==> src/sys_irq_defines.vh <==
// Offsets, field positions and reset values of the interrupt and brownout block
`ifndef SYS_IRQ_DEFINES_VH
`define SYS_IRQ_DEFINES_VH

// Register byte offsets
`define OFS_PWR_MON 4'h0
`define OFS_PEND_A 4'h4
`define OFS_PEND_B 4'h8
`define OFS_WAKEUP 4'hC

// Power-monitor control fields
`define BIT_BO_FLAG 7
`define BIT_BO_ACK 6
`define BIT_BO_IRQ_EN 5
`define BIT_BO_RST_EN 4
`define BIT_BO_STOP_EN 3
`define BIT_BO_DET_EN 2
`define BIT_BG_BUF_EN 0

// Pending and mask fields
`define BIT_GLOBAL_MASK 7

// Wakeup status fields
`define BIT_WK_FLAG 7
`define BIT_WK_ACK 6

// Reset values
`define RST_PWR_MON 8'h00
`define RST_PEND_A 8'h00
`define RST_PEND_B 8'h80
`define RST_WAKEUP 8'h00

// Bus answers
`define RESP_OKAY 2'h0
`define RESP_SLVERR 2'h2

`endif

==> src/sys_irq_pending_and_lvd_ctrl.v <==
// Interrupt pending aggregation and brownout control with an AXI4-Lite slave
// Operation
// - Enabled detector sets read-only brownout flag, bit 7, on a low-voltage event.
// - Writing 1 to acknowledge bit 6 clears the flag; bit 6 reads 0.
// - Interrupt enable bit 5 requests an interrupt while the flag is 1.
// - Flag forces chip reset when write-once reset enable and detector enable set.
// - Stop-enable bit 3 keeps detection running in stop mode, else disabled.
// - Write-once detector enable bit 2 turns detection on and gates other bits.
// - Write-once bits accept only the first write after reset.
// - Bit 0 enables the buffered bandgap reference for comparator and converter.
// - Pending A bit 7 shows pending brownout interrupt, clears with the flag.
// - Pending A bits 6..0 mirror keypad, comparator, converter, I2C, timers, wakeup.
// - All pending bits clear on any reset.
// - Global mask 0 lets any pending bit request the CPU; 1 blocks.
// - Global mask is read/write, set by reset and by vector fetch.
// - Pending B bits 6,5,4 show PWM channel 0, channel 1, overflow.
// - Pending B bit 2 shows serial error until all error flags clear.
// - Pending B bit 1 shows serial receive until receive flags clear.
// - Pending B bit 0 shows serial transmit until transmit flags clear.
// - Writing 1 to wakeup acknowledge clears the wakeup flag; 0 does nothing.
//
// Register access over AXI4-Lite and the register addresses were left to the implementer.
`include "sys_irq_defines.vh"
`default_nettype none

module sys_irq_pending_and_lvd_ctrl #(
	parameter ADDR_W = 4
) (
	// Clock and reset
	input wire mclk,
	input wire rstn,
	// AXI4-Lite write address
	input wire [ADDR_W-1:0] awaddr,
	input wire [2:0] awprot,
	input wire awvalid,
	output reg awready,
	// AXI4-Lite write data
	input wire [31:0] wdata,
	input wire [3:0] wstrb,
	input wire wvalid,
	output reg wready,
	// AXI4-Lite write response
	output reg [1:0] bresp,
	output reg bvalid,
	input wire bready,
	// AXI4-Lite read address
	input wire [ADDR_W-1:0] araddr,
	input wire [2:0] arprot,
	input wire arvalid,
	output reg arready,
	// AXI4-Lite read data
	output reg [31:0] rdata,
	output reg [1:0] rresp,
	output reg rvalid,
	input wire rready,
	// Brownout detector and chip state
	input wire low_voltage_event,
	input wire stop_mode,
	output reg brownout_detector_on,
	output reg bandgap_buffer_enable,
	output reg chip_reset_req,
	// Wakeup timer
	input wire wakeup_timeout_event,
	// Peripheral flags
	input wire keypad_flag,
	input wire comparator_event_flag,
	input wire conversion_complete_flag,
	input wire two_wire_irq_flag,
	input wire modulo_timer_two_pending_overflow_flag,
	input wire modulo_timer_one_pending_overflow_flag,
	input wire channel_zero_flag,
	input wire channel_one_flag,
	input wire counter_overflow_flag,
	input wire overrun_flag,
	input wire noise_flag,
	input wire framing_error_flag,
	input wire parity_error_flag,
	input wire receive_full_flag,
	input wire idle_line_flag,
	input wire break_detect_flag,
	input wire receive_edge_flag,
	input wire transmit_empty_flag,
	input wire transmit_complete_flag,
	// CPU side
	input wire vector_taken,
	output reg cpu_irq
);

////////////////////////////////////////////////////////////////////////////////
// State

reg aw_full_q;
reg w_full_q;
reg [ADDR_W-1:0] wr_addr_q;
reg [7:0] wr_data_q;
reg wr_lane0_q;

reg brownout_flag_q;
reg brownout_irq_enable_q;
reg brownout_reset_enable_q;
reg brownout_stop_enable_q;
reg brownout_detector_enable_q;
reg bandgap_buffer_enable_q;
reg reset_en_written_q;
reg det_en_written_q;
reg wakeup_timeout_flag_q;
reg global_interrupt_mask_q;
reg [6:0] pend_a_q;
reg [6:0] pend_b_q;

wire wr_go;
wire wr_pwr;
wire wr_pend_b;
wire wr_wk;
wire det_active;
wire [7:0] pend_a_d;
wire [7:0] pend_b_d;
reg [7:0] rd_byte_d;
reg rd_hit_d;

////////////////////////////////////////////////////////////////////////////////
// Write decode

assign wr_go = aw_full_q && w_full_q && !bvalid;
assign wr_pwr = wr_go && wr_lane0_q && (wr_addr_q == `OFS_PWR_MON);
assign wr_pend_b = wr_go && wr_lane0_q && (wr_addr_q == `OFS_PEND_B);
assign wr_wk = wr_go && wr_lane0_q && (wr_addr_q == `OFS_WAKEUP);

////////////////////////////////////////////////////////////////////////////////
// Write channels

always @(posedge mclk or negedge rstn) begin
	if (!rstn) begin
		awready <= 1'b1;
		wready <= 1'b1;
		aw_full_q <= 1'b0;
		w_full_q <= 1'b0;
		wr_addr_q <= {ADDR_W{1'b0}};
		wr_data_q <= 8'h00;
		wr_lane0_q <= 1'b0;
		bvalid <= 1'b0;
		bresp <= `RESP_OKAY;
	end else begin
		if (awvalid && awready) begin
			awready <= 1'b0;
			aw_full_q <= 1'b1;
			wr_addr_q <= awaddr;
		end
		if (wvalid && wready) begin
			wready <= 1'b0;
			w_full_q <= 1'b1;
			wr_data_q <= wdata[7:0];
			wr_lane0_q <= wstrb[0];
		end
		if (wr_go) begin
			aw_full_q <= 1'b0;
			w_full_q <= 1'b0;
			bvalid <= 1'b1;
			if (wr_addr_q == `OFS_PWR_MON || wr_addr_q == `OFS_PEND_A ||
				wr_addr_q == `OFS_PEND_B || wr_addr_q == `OFS_WAKEUP) begin
				bresp <= `RESP_OKAY;
			end else begin
				bresp <= `RESP_SLVERR;
			end
		end
		if (bvalid && bready) begin
			bvalid <= 1'b0;
			awready <= 1'b1;
			wready <= 1'b1;
		end
	end
end

////////////////////////////////////////////////////////////////////////////////
// Brownout control

assign det_active = brownout_detector_enable_q && (!stop_mode || brownout_stop_enable_q);

always @(posedge mclk or negedge rstn) begin
	if (!rstn) begin
		brownout_flag_q <= 1'b0;
		brownout_irq_enable_q <= 1'b0;
		brownout_reset_enable_q <= 1'b0;
		brownout_stop_enable_q <= 1'b0;
		brownout_detector_enable_q <= 1'b0;
		bandgap_buffer_enable_q <= 1'b0;
		reset_en_written_q <= 1'b0;
		det_en_written_q <= 1'b0;
	end else begin
		if (wr_pwr) begin
			brownout_irq_enable_q <= wr_data_q[`BIT_BO_IRQ_EN];
			brownout_stop_enable_q <= wr_data_q[`BIT_BO_STOP_EN];
			bandgap_buffer_enable_q <= wr_data_q[`BIT_BG_BUF_EN];
			if (!reset_en_written_q) begin
				brownout_reset_enable_q <= wr_data_q[`BIT_BO_RST_EN];
				reset_en_written_q <= 1'b1;
			end
			if (!det_en_written_q) begin
				brownout_detector_enable_q <= wr_data_q[`BIT_BO_DET_EN];
				det_en_written_q <= 1'b1;
			end
		end
		if (det_active && low_voltage_event) begin
			brownout_flag_q <= 1'b1;
		end else if (wr_pwr && wr_data_q[`BIT_BO_ACK]) begin
			brownout_flag_q <= 1'b0;
		end
	end
end

////////////////////////////////////////////////////////////////////////////////
// Wakeup timer flag

always @(posedge mclk or negedge rstn) begin
	if (!rstn) begin
		wakeup_timeout_flag_q <= 1'b0;
	end else begin
		if (wakeup_timeout_event) begin
			wakeup_timeout_flag_q <= 1'b1;
		end else if (wr_wk && wr_data_q[`BIT_WK_ACK]) begin
			wakeup_timeout_flag_q <= 1'b0;
		end
	end
end

////////////////////////////////////////////////////////////////////////////////
// Pending mirrors

assign pend_a_d = {
	brownout_flag_q && brownout_irq_enable_q && brownout_detector_enable_q,
	keypad_flag,
	comparator_event_flag,
	conversion_complete_flag,
	two_wire_irq_flag,
	modulo_timer_two_pending_overflow_flag,
	modulo_timer_one_pending_overflow_flag,
	wakeup_timeout_flag_q
};

assign pend_b_d = {
	1'b0,
	channel_zero_flag,
	channel_one_flag,
	counter_overflow_flag,
	1'b0,
	overrun_flag || noise_flag || framing_error_flag || parity_error_flag,
	receive_full_flag || idle_line_flag || break_detect_flag || receive_edge_flag,
	transmit_empty_flag || transmit_complete_flag
};

always @(posedge mclk or negedge rstn) begin
	if (!rstn) begin
		pend_a_q <= 7'h00;
		pend_b_q <= 7'h00;
	end else begin
		pend_a_q <= pend_a_d[6:0];
		pend_b_q <= pend_b_d[6:0];
	end
end

reg pend_bo_q;

always @(posedge mclk or negedge rstn) begin
	if (!rstn) begin
		pend_bo_q <= 1'b0;
	end else begin
		pend_bo_q <= pend_a_d[7];
	end
end

////////////////////////////////////////////////////////////////////////////////
// Global mask and CPU request

always @(posedge mclk or negedge rstn) begin
	if (!rstn) begin
		global_interrupt_mask_q <= 1'b1;
	end else begin
		if (vector_taken) begin
			global_interrupt_mask_q <= 1'b1;
		end else if (wr_pend_b) begin
			global_interrupt_mask_q <= wr_data_q[`BIT_GLOBAL_MASK];
		end
	end
end

always @(posedge mclk or negedge rstn) begin
	if (!rstn) begin
		cpu_irq <= 1'b0;
		chip_reset_req <= 1'b0;
		brownout_detector_on <= 1'b0;
		bandgap_buffer_enable <= 1'b0;
	end else begin
		cpu_irq <= !global_interrupt_mask_q && ((|pend_a_d) || (|pend_b_d));
		chip_reset_req <= brownout_flag_q && brownout_reset_enable_q &&
			brownout_detector_enable_q;
		brownout_detector_on <= det_active;
		bandgap_buffer_enable <= bandgap_buffer_enable_q;
	end
end

////////////////////////////////////////////////////////////////////////////////
// Read decode

always @* begin
	rd_byte_d = 8'h00;
	rd_hit_d = 1'b1;
	if (araddr == `OFS_PWR_MON) begin
		rd_byte_d = {brownout_flag_q, 1'b0, brownout_irq_enable_q,
			brownout_reset_enable_q, brownout_stop_enable_q,
			brownout_detector_enable_q, 1'b0, bandgap_buffer_enable_q};
	end else if (araddr == `OFS_PEND_A) begin
		rd_byte_d = {pend_bo_q, pend_a_q};
	end else if (araddr == `OFS_PEND_B) begin
		rd_byte_d = {global_interrupt_mask_q, pend_b_q};
	end else if (araddr == `OFS_WAKEUP) begin
		rd_byte_d = {wakeup_timeout_flag_q, 7'h00};
	end else begin
		rd_hit_d = 1'b0;
	end
end

////////////////////////////////////////////////////////////////////////////////
// Read channels

always @(posedge mclk or negedge rstn) begin
	if (!rstn) begin
		arready <= 1'b1;
		rvalid <= 1'b0;
		rdata <= 32'h0000_0000;
		rresp <= `RESP_OKAY;
	end else begin
		if (arvalid && arready) begin
			arready <= 1'b0;
			rvalid <= 1'b1;
			rdata <= {24'h00_0000, rd_byte_d};
			rresp <= rd_hit_d ? `RESP_OKAY : `RESP_SLVERR;
		end
		if (rvalid && rready) begin
			rvalid <= 1'b0;
			arready <= 1'b1;
		end
	end
end

endmodule // sys_irq_pending_and_lvd_ctrl

`default_nettype wire

==> config.mk <==
export PLATFORM = sky130hd
export DESIGN_NAME = sys_irq_pending_and_lvd_ctrl
export DESIGN_NICKNAME = d
export VERILOG_FILES = /design/src/sys_irq_pending_and_lvd_ctrl.v
export VERILOG_INCLUDE_DIRS = /design/src
export SDC_FILE = /design/constraint.sdc
export NUM_CORES = 1
export LEC_CHECK = 0
export BUFFER_PORTS_ARGS = -buffer_cell sky130_fd_sc_hd__buf_2
export CORE_ASPECT_RATIO = 0.6
export CORE_MARGIN = 2
export CORE_UTILIZATION = 39
export CTS_CLUSTER_SIZE = 14
export DETAILED_ROUTE_END_ITERATION = 16
export GPL_TIMING_DRIVEN = 0
export PLACE_DENSITY = 0.74
export SLEW_MARGIN = 10
export SYNTH_ARGS = -nofsm -noshare
export SYNTH_HDL_FRONTEND = slang
export SYNTH_SLANG_ARGS = --single-unit
==> constraint.sdc <==
create_clock -name mclk -period 1.55 [get_ports mclk]
set_clock_uncertainty 0.05 [all_clocks]
set_input_delay 0.155 -clock mclk [delete_from_list [all_inputs] [get_ports mclk]]
set_output_delay 0.155 -clock mclk [all_outputs]
set_load 0.01 [all_outputs]
==> impl_metrics.toml, run 1 <==
[sta]
setup_violations = 7
timing.slew.headroom = 0.547
fin_crit_ns = 1.74
grt_setup_unrepaired = "yes"
clock.fmax_ghz = 0.576
fin_crit_sh = 1.12
finalHoldViolations = 0
tightest_slew_ns = 0.679
setup_tns_ns = -1.02
final_max_slew_viol_count = 0
setup_ws_ns = -0.185

[routing]
drc = 0
first_iter_violations = 62
ant_nets = 0
routed_via_density = 4.39
finalWirelength_um = 5010
post_drt_wl_per_cell_um = 13.4
vias = 1646
drt_pre_antenna_iters = 4

[die]
std_cell_rows = 21
die_y_um = 64.1
die_x_um = 104
pin_count = 125
coreArea_um2 = 5700
initial_utilization = 0.412
dieArea_um2 = 6680

[setup_path]
r2r_end = "brownout_irq_enable_q"
crit_required_ns = 1.69
crit_arrival_ns = 1.87
critical-path-max-stage-delay_ns = 0.58
cp-startpoint = "wr_addr_q[1]"
crit_family = "simple AND/OR/NAND/NOR gates"
worstRegToRegCells = 3
rrSetupSlack_ns = -0.19
crit_chain = "or4b_4 > or2_4 > mux2_4"
reg2reg_from = "wr_addr_q[1]"
worst_setup_path_start_kind = "register"
critPathKind = "reg2reg"
crit_slowest_cell = "or4b_4"
endpoint_kind = "register"
cp.buffers_inverters = 0
cp_max_fo = 4

[logic_synthesis]
synth_cell_types = 35
yosys_warnings = 0
synth_cells = 178
syn_area_per_cell_um2 = 13.2
netlist_area_um2 = 2350
yosysSeqAreaShare = 0.599
ys_async_sr_fraction = 1.00
ys_ff_latch = 56
synth_edf_count = 0
synth_top_area_cell = "dfrtp_1"
ys_top_cells_by_area = "dfrtp_1, buf_4, mux2_2"
synth_top_area_frac = 0.554
synthFlopType = "dfrtp_1"

[status]
outcome = "complete, but fails checks"
violations = "setup timing"

[final_layout]
layout_common_cells = "buf_2, dfrtp_1, buf_4"
layout.nets = 374
drive_gt1_frac = 0.447
syn2layout_area_growth_pct = 36.1
diodes = 0
final_common_cell = "buf_2"

[clock_network]
path_clk_slew_ns = 0.09
insertion_delay_ns = 0.30
cts_tree = "built"
htreeDepth = 2
cts_buffer_depth = 2
cts_made_buffers = 5
root_buffer = "clkbuf_8"
cts_num_sinks = 56

[power_and_ir_drop]
power_mw = 4.09
power.leakage_nw = 1.62
p_per_area_nw_per_um2 = 1280
ir_drop_mv = 0.463

[place]
hpwl_um = 3760
portBuffers = 62
gp_congestion = 0.813

[global_route]
overflow = 0
antenna_found_initial = 0
grt_pass1_wl_um = 8350
grt_pass1_vias = 1653
grt_max_degree = 57
track_usage = 0.161

[min_path]
min_to = "rvalid"
worstHoldStart = "rready"
hp-class = "in2reg"
min_path_cells = 2

[job]
cap_violations = 0
[final cells by class]
type,instances,area [um2]
tap,80,100
clock inverter,1,7.51
sequential,56,1410
clock buffer,7,86.3
buffer,28,203
timing repair buffer,84,518
fill,491,2500
multi-input combinational,113,853
inverter,6,22.5
[worst register-to-register path, stage by stage, from the launching register on]
cell and delay (ns):
dfrtp_1 0.40, or4b_4 0.58, or2_4 0.29, mux2_4 0.31
[metrics by stage]
stage	hold WS, ns	instance area [um2]	setup WS [ns]	cells	util
floorplan	-0.191	2450	-0.125	203	-
global placement	0.225	2860	-0.179	345	0.501
detailed placement	0.227	2860	-0.200	345	0.501
CTS	0.00239	3140	-0.199	370	0.551
global route	0.00801	3200	-0.222	375	0.561
finish	0.00295	3200	-0.185	375	0.561
[metal layers]
metal	GRT usage	wire (um)	vias up
li1	-	-	813
met1	0.234	2430	770
met2	0.238	2210	58
met3	0.0418	325	5
met4	0.0456	51	0
met5	0	0	-
[repair_timing]
action	CTS	global route
setup endpoints to repair	17	17
gates resized for setup	5	3
buffers inserted	2	4
pin swaps	4	3
hold endpoints to repair	15	52
hold buffers	15	1
[Yosys cell counts, types with 2 or more instances]
library cell and number:
o21ai_0 5, clkbuf_1 2, mux2_2 14, nor2_1 7
nor3_1 3, mux2_4 3, dfrtp_1 52, and3_1 2
or4_1 3, a21oi_1 3, a22o_1 11, o2bb2ai_1 4
dfstp_2 4, mux2i_1 7, nand2_1 6, inv_1 6
nor4_1 2, buf_4 26, nor2b_1 2
[flip-flops by register name, indices dropped and copies added (netlist names), 4 cells and up]
name       flops
rdata          8
wr_data_q      7
wr_addr_q      4
pend_a_q       7
pend_b_q       6
[how the worst max path moves through the flow]
| stage | end | slack, ns | cells past startpoint |
|---|---|---|---|
| 6_report | brownout_irq_enable_q | -0.19 | 3 |
| 5_1_grt | brownout_irq_enable_q | -0.22 | 3 |
| 4_1_cts | brownout_irq_enable_q | -0.20 | 3 |
| 3_5_place_dp | brownout_irq_enable_q | -0.20 | 3 |
| 3_3_place_gp | bandgap_buffer_enable_q | -0.18 | 3 |
| 2_1_floorplan | bandgap_buffer_enable_q | -0.13 | 3 |
[cell families (layout without fill, tap and decap cells)]
| group | count (synthesis) | in the layout | synth area share |
|---|---|---|---|
| flops | 56 | 56 | 0.599 |
| simple gates | 36 | 36 | 0.0959 |
| buf+inv | 34 | 126 | 0.0959 |
| compound gates | 26 | 26 | 0.0820 |
| mux | 25 | 25 | 0.126 |
| other cells | 1 | 26 | 0.00160 |
[report_power, final]
part	leakage [nW]	switching, mW	internal (mW)
Sequential	0.678	0.268	1.87
Combinational	0.899	0.496	0.657
Clock	0.0445	0.439	0.364
Total	1.62	1.20	2.89
Note: power is estimated with default switching activity, not from simulation.
==> run 2, diff against run 1 <==
--- a/config.mk
+++ b/config.mk
@@ -10,9 +10,9 @@
 export CORE_ASPECT_RATIO = 0.6
 export CORE_MARGIN = 2
-export CORE_UTILIZATION = 39
+export CORE_UTILIZATION = 40
 export CTS_CLUSTER_SIZE = 14
 export DETAILED_ROUTE_END_ITERATION = 16
 export GPL_TIMING_DRIVEN = 0
-export PLACE_DENSITY = 0.74
+export PLACE_DENSITY = 0.75
 export SLEW_MARGIN = 10
 export SYNTH_ARGS = -nofsm -noshare
--- a/constraint.sdc
+++ b/constraint.sdc
@@ -3,3 +3,3 @@
 set_input_delay 0.155 -clock mclk [delete_from_list [all_inputs] [get_ports mclk]]
 set_output_delay 0.155 -clock mclk [all_outputs]
-set_load 0.01 [all_outputs]
+set_load 0.05 [all_outputs]
==> impl_metrics.toml, run 2 (synthesis results as in run 1) <==
[setup_path]
crit_required_ns = 1.69
reg2reg_from = "bvalid"
rrSetupSlack_ns = -0.20
crit_path_end = "brownout_irq_enable_q"
crit_arrival_ns = 1.89
cp_max_fo = 4
worstRegToRegCells = 3
endpoint_kind = "register"
r2r_end = "brownout_irq_enable_q"
critPathKind = "reg2reg"
cp-startpoint = "bvalid"
worst_setup_path_start_kind = "register"

[routing]
routed_via_density = 4.43
drt_pre_antenna_iters = 4
finalWirelength_um = 4870
ant_nets = 0
drc = 0
vias = 1647
post_drt_wl_per_cell_um = 13.1
first_iter_violations = 84

[job]
cap_violations = 0

[final_layout]
reg.largest.list = "rdata: 8 flops, pend_a_q: 7 flops, wr_data_q: 7 flops"
drive_gt1_frac = 0.459
ff_latch_area_um2 = 1410
final_common_cell = "buf_2"
syn2layout_area_growth_pct = 34.9
fin_util = 0.564
layout_common_cells = "buf_2, dfrtp_1, buf_4"
largest_reg_flops = 8
fin_cells = 372
regMostFlops = "rdata"
multi_input_area_um2 = 850
diodes = 0
fillerInstances = 494
layout.nets = 372

[sta]
fin_crit_ns = 1.75
final_max_slew_viol_count = 0
clock.fmax_ghz = 0.570
fin_crit_sh = 1.13
finalHoldViolations = 0
tightest_slew_ns = 0.676
setup_ws_ns = -0.203
grt_setup_unrepaired = "yes"
setup_tns_ns = -0.849
setup_violations = 6
timing.slew.headroom = 0.549
whs_ns = 0.00556

[status]
outcome = "complete, but fails checks"
violations = "setup timing"

[power_and_ir_drop]
power.leakage_nw = 1.60
sequentialPowerShare = 0.474
ir_drop_mv = 0.522
p_per_area_nw_per_um2 = 1420
pwr-share-clk = 0.166
swShare = 0.373
power_switching_mw = 1.68
p_int_mw = 2.83
combPwrFrac = 0.360

[die]
coreArea_um2 = 5620
dieArea_um2 = 6520
std_cell_rows = 21
die_y_um = 63.4
initial_utilization = 0.418
pin_count = 125
die_x_um = 103

[place]
hpwl_um = 3660
gp_congestion = 0.767
placed_cells = 345
portBuffers = 62

[min_path]
hp-class = "in2reg"
worstHoldStart = "bready"

[global_route]
grt_pass1_vias = 1623
overflow = 0
track_usage = 0.159
grt_pass1_wl_um = 7850
grt_max_degree = 57
antenna_found_initial = 0

[clock_network]
htreeDepth = 2
insertion_delay_ns = 0.30
cts_buffer_depth = 2
root_buffer = "clkbuf_8"
cts_num_sinks = 56
cts_tree = "built"
cts_made_buffers = 5
path_clk_slew_ns = 0.09
run 2: cell type report:
class / instances / share of cell area
flip-flops and latches: 56 / 0.444
multi-input cells: 113 / 0.268
repair buffers: 82 / 0.159
plain buffers: 28 / 0.0640
well taps: 80 / 0.0316
clock buffers: 5 / 0.0217
inverters: 6 / 0.00711
clock inverters: 2 / 0.00395
run 2: worst min path at each step:
stage / endpoint / slack [ns] / cells after the start
2_1_floorplan: aw_full_q / -0.19 / 0
3_3_place_gp: pend_b_q[4] / 0.22 / 1
3_5_place_dp: pend_a_q[6] / 0.23 / 1
4_1_cts: wakeup_timeout_flag_q / 0.0009 / 2
5_1_grt: bvalid / 0.02 / 2
6_report: bvalid / 0.006 / 2
run 2: what timing repair did:
item,in CTS,in global routing
setup buffers,2,5
hold buffers,13,2
pin swaps,1,5
resized for setup,1,5
setup endpoints to repair,7,18
hold endpoints to repair,13,53
gates cloned,0,0
run 2: per-stage QoR:
stage | power, mW | setup slack (ns) | instance area, um2
2_1_floorplan | 3.26 | -0.227 | 2450
3_3_place_gp | 3.60 | -0.180 | 2870
3_5_place_dp | 3.64 | -0.191 | 2870
4_1_cts | 4.45 | -0.178 | 3100
5_1_grt | 4.76 | -0.216 | 3170
6_report | 4.52 | -0.203 | 3170
run 2: power groups by stage:
| stage | clock (mW) | combinational [mW] | sequential (mW) |
|---|---|---|---|
| after floorplan | 0 | 0.725 | 2.54 |
| after global placement | 0 | 1.44 | 2.16 |
| after detailed placement | 0 | 1.46 | 2.18 |
| after CTS | 0.761 | 1.55 | 2.14 |
| after global routing | 0.829 | 1.75 | 2.19 |
| final | 0.749 | 1.63 | 2.14 |
run 2: worst max-delay path, cell delays in order (launching register included):
cell     delay [ns]
dfrtp_2        0.43
or4bb_4        0.55
or2_4          0.31
mux2_4         0.30
run 2: routing by layer:
metal	vias to the layer above	part of all wire	global-route usage
li1	806	-	-
met1	785	0.50	0.236
met2	54	0.43	0.228
met3	2	0.063	0.0444
met4	0	0.0055	0.0444
met5	-	0	0
==> run 3, diff against run 2 <==
CAP_MARGIN = 5   (was unset)
PLACE_DENSITY = 0.87   (was 0.75)
SKIP_CTS_REPAIR_TIMING = 1   (was unset)
==> impl_metrics.toml, run 3 (synthesis results as in run 1) <==
[global_route]
grt_max_degree = 57
grt_pass1_vias = 1613
grt_pass1_wl_um = 7970
overflow = 0
antenna_found_initial = 0
track_usage = 0.163

[place]
gp_congestion = 0.764
pre_cts_ws_ns = -0.197
portBuffers = 62
hpwl_um = 3910

[status]
violations = "setup timing"
outcome = "complete, but fails checks"

[final_layout]
multi_input_area_um2 = 842
fillerInstances = 468
syn2layout_area_growth_pct = 36.9
largest_reg_flops = 8
ff_latch_area_um2 = 1410
reg.largest.list = "rdata: 8 flops, pend_a_q: 7 flops, wr_data_q: 7 flops"
drive_gt1_frac = 0.442
final_common_cell = "buf_2"
layout.nets = 373
regMostFlops = "rdata"
layout_common_cells = "buf_2, dfrtp_1, buf_4"

[die]
initial_utilization = 0.418
die_y_um = 63.4
die_x_um = 103
dieArea_um2 = 6520
coreArea_um2 = 5620
pin_count = 125
std_cell_rows = 21

[job]
cap_violations = 0

[setup_path]
endpoint_kind = "register"
rrSetupSlack_ns = -0.19
crit_arrival_ns = 1.90
worst_setup_path_start_kind = "register"
crit_required_ns = 1.70
critPathKind = "reg2reg"
cp_max_fo = 5

[sta]
setup_violations = 7
fin_crit_sh = 1.13
grt_setup_unrepaired = "yes"
whs_ns = 0.0132
clock.fmax_ghz = 0.573
finalHoldViolations = 0
setup_ws_ns = -0.195
fin_crit_ns = 1.74
timing.slew.headroom = 0.550
final_max_slew_viol_count = 0
tightest_slew_ns = 0.676

[clock_network]
insertion_delay_ns = 0.31
cts_num_sinks = 56
cts_made_buffers = 5
root_buffer = "clkbuf_8"
htreeDepth = 2
path_clk_slew_ns = 0.10
cts_buffer_depth = 2
cts_tree = "built"

[power_and_ir_drop]
p_int_mw = 3.00
pwr-share-clk = 0.204
combPwrFrac = 0.339
ir_drop_mv = 0.547
sequentialPowerShare = 0.457
power.leakage_nw = 1.62
power_switching_mw = 1.73
swShare = 0.365
p_per_area_nw_per_um2 = 1470

[min_path]
hp-class = "in2reg"

[routing]
ant_nets = 0
finalWirelength_um = 5120
vias = 1693
first_iter_violations = 83
post_drt_wl_per_cell_um = 13.7
drt_pre_antenna_iters = 4
drc = 0
routed_via_density = 4.51
-- run 3: cell types whose count changed in the layout (fill, tap and decap cells not counted), sizes merged --
cell | before | now
inv | 6 | 7
buf | 93 | 92
bufinv | 0 | 1
clkinv | 1 | 0
diode | 0 | 1
clkinvlp | 1 | 0
clkbuf | 7 | 8
dlygate4sd3 | 15 | 17
-- run 3: metal layers --
| layer | GRT usage | up-vias | wire [um] |
|---|---|---|---|
| met5 | 0 | - | 0 |
| met4 | 0.0740 | 0 | 108 |
| met2 | 0.233 | 58 | 2260 |
| met1 | 0.230 | 818 | 2410 |
| li1 | - | 808 | - |
| met3 | 0.0477 | 9 | 351 |
-- run 3: critical path, stage by stage, from the launching register on --
cell	delay, ns
dfrtp_2	0.44
or4bb_4	0.54
or2_4	0.31
mux2_4	0.30
-- run 3: final timing paths --
check / cells after the start / end / start
setup / recovery: 3 / brownout_stop_enable_q / bvalid
hold / removal: 2 / pend_b_q[0] / transmit_complete_flag
setup reg to reg: 3 / brownout_stop_enable_q / bvalid
hold reg to reg: 0 / bandgap_buffer_enable / bandgap_buffer_enable_q
max in group asynchronous: 2 / bvalid / rstn
min in group asynchronous: 2 / bandgap_buffer_enable / rstn
-- run 3: per-stage QoR --
| step | util | total power [mW] | TNS [ns] | std cells | area, um2 |
|---|---|---|---|---|---|
| global route | 0.571 | 4.97 | -1.26 | 374 | 3210 |
| finish | 0.572 | 4.73 | -0.897 | 375 | 3210 |
| CTS | 0.529 | 4.61 | -1.11 | 353 | 2980 |
| floorplan | - | 3.26 | -1.03 | 203 | 2450 |
| detailed placement | 0.510 | 3.67 | -0.962 | 345 | 2870 |
| global placement | 0.510 | 3.59 | -0.859 | 345 | 2870 |
-- run 3: cell type report --
| type | instances | share of cell area |
|---|---|---|
| Multi-Input combinational cell | 113 | 0.262 |
| Antenna cell | 1 | 0.000779 |
| Timing Repair Buffer | 83 | 0.163 |
| Tap cell | 80 | 0.0311 |
| Clock buffer | 6 | 0.0226 |
| Inverter | 6 | 0.00701 |
| Clock inverter | 2 | 0.0121 |
| Buffer | 28 | 0.0631 |
| Sequential cell | 56 | 0.438 |
-- run 3: power by group through the flow --
stage,Clock (mW),Sequential [mW],Combinational (mW)
3_3_place_gp,0,2.16,1.44
6_report,0.964,2.16,1.60
2_1_floorplan,0,2.54,0.725
3_5_place_dp,0,2.19,1.48
5_1_grt,1.05,2.21,1.72
4_1_cts,0.976,2.16,1.48
